--- src/rtl/mdc_pkg.sv ---
// Constants shared by the datapath configuration bank and its serial link.
// Assumes a 125 MHz core clock and a host that samples the serial port slowly.
package mdc_pkg;

    // Register word addresses as seen on the serial port
    localparam logic [11:0] MDC_ADDR_CONFIG     = 12'h060;
    localparam logic [11:0] MDC_ADDR_C_IRMS_LNG = 12'h6B7;
    localparam logic [11:0] MDC_ADDR_C_VRMS_LNG = 12'h6B8;
    localparam logic [11:0] MDC_ADDR_N_WAVE     = 12'h6B9;
    localparam logic [11:0] MDC_ADDR_N_IRMS     = 12'h6BA;
    localparam logic [11:0] MDC_ADDR_N_IRMS_HLF = 12'h6BB;
    localparam logic [11:0] MDC_ADDR_N_IRMS_LNG = 12'h6BC;
    localparam int          MDC_NUM_COPIES      = 6;

    // Field positions in the configuration word
    localparam int MDC_BIT_REACT_LPF_BYP = 13;
    localparam int MDC_BIT_ACT_LPF_BYP   = 12;
    localparam int MDC_BIT_NEUT_INTEG    = 11;
    localparam int MDC_BIT_NOM_V_C       = 10;
    localparam int MDC_BIT_NOM_V_B       = 9;
    localparam int MDC_BIT_NOM_V_A       = 8;
    localparam int MDC_BIT_RMS_SEL       = 7;
    localparam int MDC_BIT_ZX_SEL        = 6;
    localparam int MDC_BIT_PHASE_INTEG   = 5;
    localparam int MDC_BIT_MULTIPOINT    = 4;
    localparam int MDC_BIT_HPF_BYP       = 3;
    localparam int MDC_BIT_SUM_LO        = 0;

    // Writable bits, reset values
    localparam logic [31:0] MDC_CONFIG_WMASK = 32'h0000_3FFB;
    localparam logic [31:0] MDC_CONFIG_RESET = 32'h0000_0000;
    localparam logic [31:0] MDC_COPY_RESET   = 32'h0000_0000;

    // Summed-current formula codes
    typedef enum logic [1:0] {
        MDC_SUM_PHASES   = 2'h0,
        MDC_SUM_PLUS_N   = 2'h1,
        MDC_SUM_MINUS_N  = 2'h2,
        MDC_SUM_PHASES_B = 2'h3
    } mdc_sum_t;

    // Multipoint compensation regions
    localparam int          MDC_MT_REGIONS  = 6;
    localparam logic [2:0]  MDC_MT_TOP      = 3'h5;

    // Serial framing
    localparam logic [4:0]  MDC_CMD_LAST    = 5'h0F;
    localparam logic [4:0]  MDC_WORD_LAST   = 5'h1F;

endpackage : mdc_pkg

--- src/rtl/mdc_spi_link.sv ---
// Serial port slave: command word, then 32-bit data words with auto-increment.
// Assumes pins synchronous to i_clock and a serial clock half-period of >= 4 cycles.
`timescale 1ns/10ps
module mdc_spi_link
    import mdc_pkg::*;
(
    input  wire logic        i_clock,
    input  wire logic        i_nrst,
    input  wire logic        i_spi_sclk,
    input  wire logic        i_spi_cs_n,
    input  wire logic        i_spi_mosi,
    output logic             o_spi_miso,
    output logic [11:0]      o_addr,
    output logic             o_wr,
    output logic [31:0]      o_wdata,
    output logic             o_rd,
    input  wire logic [31:0] i_rdata
);

    logic        sclk_q;
    logic [4:0]  cnt_q;
    logic        in_data_q;
    logic        is_read_q;
    logic        load_q;
    logic [31:0] in_sh_q;
    logic [31:0] out_sh_q;
    logic        rise;
    logic        fall;

    // Edge detection on the sampled serial clock
    assign rise = ~i_spi_cs_n & i_spi_sclk & ~sclk_q;
    assign fall = ~i_spi_cs_n & ~i_spi_sclk & sclk_q;

    always_ff @(posedge i_clock or negedge i_nrst) begin
        if (!i_nrst) begin
            sclk_q <= 1'b0;
        end else begin
            sclk_q <= i_spi_sclk;
        end
    end

    // Receive side: command decode, write strobes, burst addressing
    always_ff @(posedge i_clock or negedge i_nrst) begin
        if (!i_nrst) begin
            cnt_q     <= 5'h00;
            in_data_q <= 1'b0;
            is_read_q <= 1'b0;
            in_sh_q   <= 32'h0000_0000;
            o_addr    <= 12'h000;
            o_wr      <= 1'b0;
            o_rd      <= 1'b0;
            o_wdata   <= 32'h0000_0000;
        end else begin
            o_wr <= 1'b0;
            o_rd <= 1'b0;
            if (o_wr) begin
                o_addr <= o_addr + 12'h001;       // Next word of a write burst
            end
            if (i_spi_cs_n) begin
                cnt_q     <= 5'h00;
                in_data_q <= 1'b0;
            end else if (rise) begin
                in_sh_q <= {in_sh_q[30:0], i_spi_mosi};
                cnt_q   <= cnt_q + 5'h01;
                if (!in_data_q && cnt_q == MDC_CMD_LAST) begin
                    o_addr    <= in_sh_q[14:3];
                    is_read_q <= in_sh_q[2];
                    o_rd      <= in_sh_q[2];
                    in_data_q <= 1'b1;
                    cnt_q     <= 5'h00;
                end else if (in_data_q && cnt_q == MDC_WORD_LAST) begin
                    cnt_q <= 5'h00;
                    if (is_read_q) begin
                        o_addr <= o_addr + 12'h001;   // Burst read walks upward
                        o_rd   <= 1'b1;
                    end else begin
                        o_wr    <= 1'b1;
                        o_wdata <= {in_sh_q[30:0], i_spi_mosi};
                    end
                end
            end
        end
    end

    // Transmit side: load fetched word on the next falling edge
    always_ff @(posedge i_clock or negedge i_nrst) begin
        if (!i_nrst) begin
            load_q     <= 1'b0;
            out_sh_q   <= 32'h0000_0000;
            o_spi_miso <= 1'b0;
        end else begin
            if (o_rd) begin
                load_q <= 1'b1;
            end else if (i_spi_cs_n) begin
                load_q <= 1'b0;
            end
            if (i_spi_cs_n) begin
                o_spi_miso <= 1'b0;
            end else if (fall) begin
                if (load_q && !o_rd) begin
                    o_spi_miso <= i_rdata[31];
                    out_sh_q   <= {i_rdata[30:0], 1'b0};
                    load_q     <= 1'b0;
                end else if (in_data_q && is_read_q) begin
                    o_spi_miso <= out_sh_q[31];
                    out_sh_q   <= {out_sh_q[30:0], 1'b0};
                end
            end
        end
    end

endmodule : mdc_spi_link

--- src/rtl/mdc_top.sv ---
// Datapath configuration word, phase-ordered result copies and the selection
// logic that the configuration steers. Assumes the core feeds samples and results.
`timescale 1ns/10ps
module mdc_top
    import mdc_pkg::*;
#(
    parameter int DW = 32
)(
    input  wire logic                i_clock,
    input  wire logic                i_nrst,
    input  wire logic                i_spi_sclk,
    input  wire logic                i_spi_cs_n,
    input  wire logic                i_spi_mosi,
    output logic                     o_spi_miso,
    input  wire logic [DW-1:0]       i_phase_a_current_waveform,
    input  wire logic [DW-1:0]       i_phase_b_current_waveform,
    input  wire logic [DW-1:0]       i_phase_c_current_waveform,
    input  wire logic [DW-1:0]       i_neutral_current_waveform,
    input  wire logic [DW-1:0]       i_rms_filtered_sample,
    input  wire logic [DW-1:0]       i_rms_raw_sample,
    input  wire logic [DW-1:0]       i_zero_cross_after_filters,
    input  wire logic [DW-1:0]       i_zero_cross_before_filters,
    input  wire logic [DW-1:0]       i_nominal_voltage_value,
    input  wire logic [2:0][DW-1:0]  i_phase_voltage_rms,
    input  wire logic [2:0][DW-1:0]  i_phase_current_rms,
    input  wire logic [4:0][DW-1:0]  i_multipoint_low_threshold,
    input  wire logic [4:0][DW-1:0]  i_multipoint_high_threshold,
    input  wire logic                i_result_update,
    input  wire logic [5:0][31:0]    i_result_copy_value,
    output logic                     o_reactive_lowpass_bypass,
    output logic                     o_active_lowpass_bypass,
    output logic                     o_neutral_integrator_on,
    output logic                     o_phase_integrator_on,
    output logic                     o_multipoint_comp_on,
    output logic                     o_highpass_bypass_all,
    output logic [DW-1:0]            o_rms_input,
    output logic [DW-1:0]            o_zero_cross_input,
    output logic [2:0][DW-1:0]       o_apparent_voltage,
    output logic [2:0][2:0]          o_multipoint_gain_factor,
    output logic [DW+1:0]            o_summed_current
);

    logic [11:0] addr;
    logic        wr;
    logic [31:0] wdata;
    logic        rd;
    logic [31:0] rdata_q;
    logic [31:0] config_q;
    logic [31:0] copy_q [MDC_NUM_COPIES];
    logic [DW+1:0] sum_d;

    // Index of a result copy from a word address, or -1 when outside the block
    function automatic int copy_index(input logic [11:0] a);
        if (a >= MDC_ADDR_C_IRMS_LNG && a <= MDC_ADDR_N_IRMS_LNG) begin
            return int'(a - MDC_ADDR_C_IRMS_LNG);
        end
        return -1;
    endfunction : copy_index

    // Sign extension to the summed-current width
    function automatic logic [DW+1:0] sx(input logic [DW-1:0] v);
        return {{2{v[DW-1]}}, v};
    endfunction : sx

    mdc_spi_link u_link (
        .i_clock    (i_clock),
        .i_nrst     (i_nrst),
        .i_spi_sclk (i_spi_sclk),
        .i_spi_cs_n (i_spi_cs_n),
        .i_spi_mosi (i_spi_mosi),
        .o_spi_miso (o_spi_miso),
        .o_addr     (addr),
        .o_wr       (wr),
        .o_wdata    (wdata),
        .o_rd       (rd),
        .i_rdata    (rdata_q)
    );

    // Configuration word: only writable bits are stored
    always_ff @(posedge i_clock or negedge i_nrst) begin
        if (!i_nrst) begin
            config_q <= MDC_CONFIG_RESET;
        end else if (wr && addr == MDC_ADDR_CONFIG) begin
            config_q <= wdata & MDC_CONFIG_WMASK;
        end
    end

    // Result copies: core update wins over a host write in the same cycle
    always_ff @(posedge i_clock or negedge i_nrst) begin
        if (!i_nrst) begin
            for (int k = 0; k < MDC_NUM_COPIES; k++) begin
                copy_q[k] <= MDC_COPY_RESET;
            end
        end else if (i_result_update) begin
            for (int k = 0; k < MDC_NUM_COPIES; k++) begin
                copy_q[k] <= i_result_copy_value[k];
            end
        end else if (wr && copy_index(addr) >= 0) begin
            copy_q[copy_index(addr)] <= wdata;
        end
    end

    // Read data, fetched one cycle after the link asks; unmapped reads zero
    always_ff @(posedge i_clock or negedge i_nrst) begin
        if (!i_nrst) begin
            rdata_q <= 32'h0000_0000;
        end else if (rd) begin
            if (addr == MDC_ADDR_CONFIG) begin
                rdata_q <= config_q & MDC_CONFIG_WMASK;
            end else if (copy_index(addr) >= 0) begin
                rdata_q <= copy_q[copy_index(addr)];
            end else begin
                rdata_q <= 32'h0000_0000;
            end
        end
    end

    // Filter, integrator and multipoint controls straight from the stored word
    assign o_reactive_lowpass_bypass = config_q[MDC_BIT_REACT_LPF_BYP];
    assign o_active_lowpass_bypass   = config_q[MDC_BIT_ACT_LPF_BYP];
    assign o_neutral_integrator_on   = config_q[MDC_BIT_NEUT_INTEG];
    assign o_phase_integrator_on     = config_q[MDC_BIT_PHASE_INTEG];
    assign o_multipoint_comp_on      = config_q[MDC_BIT_MULTIPOINT];
    assign o_highpass_bypass_all     = config_q[MDC_BIT_HPF_BYP];

    // Source selection for rms and zero-cross paths
    always_ff @(posedge i_clock or negedge i_nrst) begin
        if (!i_nrst) begin
            o_rms_input        <= '0;
            o_zero_cross_input <= '0;
        end else begin
            o_rms_input        <= config_q[MDC_BIT_RMS_SEL] ? i_rms_raw_sample
                                                            : i_rms_filtered_sample;
            o_zero_cross_input <= config_q[MDC_BIT_ZX_SEL] ? i_zero_cross_before_filters
                                                           : i_zero_cross_after_filters;
        end
    end

    // Voltage used for each phase's apparent power
    always_ff @(posedge i_clock or negedge i_nrst) begin
        if (!i_nrst) begin
            o_apparent_voltage <= '0;
        end else begin
            for (int p = 0; p < 3; p++) begin
                o_apparent_voltage[p] <= config_q[MDC_BIT_NOM_V_A + p] ? i_nominal_voltage_value
                                                                       : i_phase_voltage_rms[p];
            end
        end
    end

    // Summed current formula
    always_comb begin
        sum_d = sx(i_phase_a_current_waveform) + sx(i_phase_b_current_waveform)
              + sx(i_phase_c_current_waveform);
        case (mdc_sum_t'(config_q[MDC_BIT_SUM_LO +: 2]))
            MDC_SUM_PLUS_N:  sum_d = sum_d + sx(i_neutral_current_waveform);
            MDC_SUM_MINUS_N: sum_d = sum_d - sx(i_neutral_current_waveform);
            default:         sum_d = sum_d;
        endcase
    end

    always_ff @(posedge i_clock or negedge i_nrst) begin
        if (!i_nrst) begin
            o_summed_current <= '0;
        end else begin
            o_summed_current <= sum_d;
        end
    end

    // Multipoint region per phase: step up past a high threshold, down below a low one
    always_ff @(posedge i_clock or negedge i_nrst) begin
        if (!i_nrst) begin
            o_multipoint_gain_factor <= '0;
        end else begin
            for (int p = 0; p < 3; p++) begin
                if (!config_q[MDC_BIT_MULTIPOINT]) begin
                    o_multipoint_gain_factor[p] <= 3'h0;
                end else if (o_multipoint_gain_factor[p] < MDC_MT_TOP &&
                             i_phase_current_rms[p] >
                             i_multipoint_high_threshold[o_multipoint_gain_factor[p]]) begin
                    o_multipoint_gain_factor[p] <= o_multipoint_gain_factor[p] + 3'h1;
                end else if (o_multipoint_gain_factor[p] > 3'h0 &&
                             i_phase_current_rms[p] <
                             i_multipoint_low_threshold[o_multipoint_gain_factor[p] - 3'h1]) begin
                    o_multipoint_gain_factor[p] <= o_multipoint_gain_factor[p] - 3'h1;
                end
            end
        end
    end

    // Write strobe to the configuration word, one cycle late
    logic cfg_wr_q;
    always_ff @(posedge i_clock or negedge i_nrst) begin
        if (!i_nrst) begin
            cfg_wr_q <= 1'b0;
        end else begin
            cfg_wr_q <= wr && addr == MDC_ADDR_CONFIG;
        end
    end
endmodule : mdc_top

--- config.mk ---
export PLATFORM = sky130hd
export DESIGN_NAME = mdc_top
export DESIGN_NICKNAME = d
export VERILOG_FILES = /design/src/rtl/mdc_pkg.sv /design/src/rtl/mdc_spi_link.sv /design/src/rtl/mdc_top.sv
export SDC_FILE = /design/constraint.sdc
export NUM_CORES = 2
export LEC_CHECK = 0
export BUFFER_PORTS_ARGS = -buffer_cell sky130_fd_sc_hd__buf_2
export CORE_AREA = 2 2 475 477
export CTS_CLUSTER_DIAMETER = 120
export DETAILED_ROUTE_END_ITERATION = 7
export DIE_AREA = 0 0 477 479
export PLACE_DENSITY = 0.36
export REMOVE_ABC_BUFFERS = 1
export SLEW_MARGIN = 0
export SYNTH_ARGS = -nofsm -noshare
export SYNTH_HDL_FRONTEND = slang
export SYNTH_SLANG_ARGS = --single-unit
--- constraint.sdc ---
create_clock -name i_clock -period 6.4 [get_ports i_clock]
set_input_delay 0.96 -clock i_clock [delete_from_list [all_inputs] [get_ports i_clock]]
set_output_delay 0.96 -clock i_clock [all_outputs]
set_load 0.02 [all_outputs]
==> key figures <==
Clock network
  – CTS root buffer: clkbuf_16
  – Cts repair resizes: 0
  – CTS Buf Count: 76
  – CTS tree: done
  – H-tree levels: 3
  – CTS sink cnt: about 560
  – Skew-Pair Late Insertion Delay: 0.71 ns
  – Hold-fix buffers, CTS: 0
  – Clk pin slew, worst setup/hold paths: 0.06 ns
  – Clock Path Buffers: 3
  – Post-CTS Repair Setup Buffers: 0

Timing
  – F_max: about 170 MHz
  – Slew @ Worst Pin: ~1.1 ns
  – RSZ-0062 raised after global routing: no
  – Hold Vio Cnt, Final: 0
  – Tmin final: around 5.9 ns
  – Final worst slack: about 0.54 ns
  – Clock skew: 0.0737 ns
  – Fin. max-slew vios: 0
  – Slew HR: 24.0%
  – Setup violators final: 0
  – Final period util: 91.5%

Die
  – Die area: between 200000 and 250000 µm²
  – Row count: 174
  – Die height: 479 µm
  – CORE AREA: 224000 µm²
  – Die Width: 477 µm
  – Num ports: 1208
  – Initial Util: between 10% and 20%

Placement
  – Post-place setup slack: -0.0711 ns
  – PortBufs: 1207
  – Placed instance area: ~51000 µm²
  – Post-DP HPWL: 173000 µm
  – Routability cong.: 0.950

Synth
  – Share of the synthesized area in the top cell type: 33.7%
  – Post-synth EDFFs: 0
  – Synth cell count leaders: 631 x nand2_1, 558 x dfrtp_1, 442 x a21oi_1, 411 x mux2i_1, 270 x ha_1
  – Synth unique cells: slightly below 90
  – Count leader, synth: nand2_1
  – Sequential area share after synthesis: approximately 34%
  – Yosys top cell by area: dfrtp_1
  – Cell Area, Synth: 41400 µm²
  – Dominant cells by area after synthesis: dfrtp_1 34%, mux2i_1 9.9%, ha_1 8.2%, mux2_2 6.1%, nand2_1 5.7%
  – Mapped Cells: ~4500
  – Main synth FF type: dfrtp_1
  – Avg Cell Area, Syn: 9.28 µm²
  – Post-synth ARST share: 100%
  – Post-synthesis register bit count: 558
  – Ys Warns: 0

Global routing
  – First-pass GRT wire length: 308000 µm
  – Largest net degree at the start of global routing: 182
  – Vias in the first global route: 40100
  – Total track usage: 18.6%
  – Grt ovf: 0
  – Initial antenna violation count: 137

Status
  – Status: complete, no violations

Route
  – Vias: 39900
  – DR vias/cell: 4.62
  – Starting DRT DRC Count: 2695
  – Routed len/inst: approximately 25 µm
  – Total wire length: 220000 µm
  – Post-DRT Antenna Nets: 0
  – Drt drc: 0
  – Drt pass-1 iters: 5

Setup path
  – WS Path Type: in -> reg
  – WP data arrival: 6.39 ns
  – CP Buf/Inv Count: 1
  – Slowest stage delay, CP: around 0.7 ns
  – Critical path's slowest cell: o311ai_0
  – Critical Path RT: 6.94 ns
  – Critical Path Source Type: input pin
  – Most common cell on crit path: o21ai_0
  – CP delay by family, top: compound AO/OA/AOI/OAI gates
  – Crit path max fanout: 5
  – Crit-path cells: buf_2, fa_1, ha_1, o21ai_0, o21bai_1, nand3_1, o21ai_0, a31oi_1, a21oi_1, a31oi_1, o311ai_0, ha_1, a21o_1, a21o_1, o21bai_1, a21o_1, a211oi_1, o21ai_0, mux2i_1, o21ai_0
  – CP Capture Type: flip-flop

Pwr
  – Power per cell area: 216 nW/µm²
  – Maximum VDD drop: 0.000168 V
  – Leak: 23.8 nW

Final layout
  – Layout cells sized above 1: 33.5%
  – Final instance area: 53600 µm²
  – Nets: roughly 7000
  – # fillers: about 25000
  – Area delta synth->final: 29.5%

Min path
  – HP Class: in -> async

Flow run
  – Max-cap check violation count: 0
==> metal layers <==
| metal | track usage (%) | wire (µm) | vias up |
|---|---|---|---|
| met5 | 0 | 303 | - |
| met1 | 23.5 | 94100 | 19500 |
| met3 | 3.94 | 13500 | 380 |
| li1 | - | - | 18500 |
| met4 | 5.75 | 6650 | 48 |
| met2 | 31.4 | 105000 | 1472 |
==> flip-flops by register name, summed over array words and instances, names as in the netlist, 5 cells and up <==
| signal | cells |
|---|---|
| copy_q | 192 |
| o_apparent_voltage | 96 |
| o_summed_current | 34 |
| o_rms_input | 32 |
| o_zero_cross_input | 32 |
| rdata_q | 32 |
| u_link.o_wdata | 32 |
| u_link.in_sh_q | 31 |
| u_link.out_sh_q | 31 |
| config_q | 13 |
| u_link.o_addr | 12 |
| o_multipoint_gain_factor | 9 |
| u_link.cnt_q | 5 |
==> per-stage QoR <==
step	util (%)	power (mW)	cells	hold slack, ns	setup TNS, ns
detailed placement	22.8	7.33	8450	0.485	-0.0711
finish	24.0	11.6	8627	0.199	0
CTS	23.9	11.8	8585	0.160	0
global placement	22.8	7.34	8450	0.479	-0.0194
floorplan	-	5.86	4156	0.440	-84.00
global route	24.0	12.3	8611	0.193	0
==> cells by family after synthesis <==
kind of cell / Yosys count / synth area share [%]
and+or+nand+nor: 1157 / 12.3
xor gates and xnor gates: 106 / 2.26
buffers and inverters: 383 / 3.69
DFF: 558 / 33.7
AOI/OAI and AO/OA: 1238 / 17.7
muxes: 719 / 20.5
adders and majority gates: 304 / 9.80
==> placed cells by master, fill, tap and decap left out, types with 95 or more instances in the layout <==
master   Yosys  layout
mux2_2     225     225
mux2i_1    411     411
ha_1       270     266
o21ai_1    141     141
nor3_1     113     111
nand2_1    631     631
nor2_1     194     192
buf_2       13    1205
dfrtp_1    558     546
a21oi_1    442     442
o21ai_0    235     235
a31o_2      95      95
==> final timing paths <==
kind / endpoint / startpoint / slack, ns / cells past startpoint
max in group asynchronous: o_zero_cross_input[29]$_DFF_PN0_ / i_nrst / 4.82 / 2
min in group i_clock: u_link.sclk_q$_DFF_PN0_ / i_spi_sclk / 0.40 / 1
worst min-delay path: copy_q[121]$_DFFE_PN0P_ / i_nrst / 0.20 / 1
worst max-delay path: o_summed_current[32]$_DFF_PN0_ / i_phase_a_current_waveform[3] / 0.54 / 20
worst max register to register: o_multipoint_gain_factor[2]$_DFFE_PN0P_ / o_multipoint_gain_factor[0]$_DFFE_PN0P_ / 1.16 / 13
worst min register to register: u_link.in_sh_q[19]$_DFFE_PN0P_ / u_link.in_sh_q[18]$_DFFE_PN0P_ / 0.48 / 2
==> report_power, final <==
part,total (mW),internal (mW),switching (mW)
logic,3.24,1.33,1.91
clock network,4.32,2.48,1.84
registers,4.02,3.81,0.208
==> layout make-up <==
| type | count | area (µm²) | area share, % |
|---|---|---|---|
| Timing Repair Buffer | 1302 | 6950 | 13.0 |
| Antenna cell | 42 | 105 | 0.196 |
| Clock buffer | 111 | 2180 | 4.07 |
| Clock inverter | 24 | 323 | 0.602 |
| Sequential cell | 558 | 14000 | 26.1 |
| Inverter | 74 | 278 | 0.518 |
| Tap cell | 2992 | 3740 | 6.98 |
| Multi-Input combinational cell | 3524 | 26100 | 48.6 |
No activity file was read; power rests on OpenSTA's default activity.
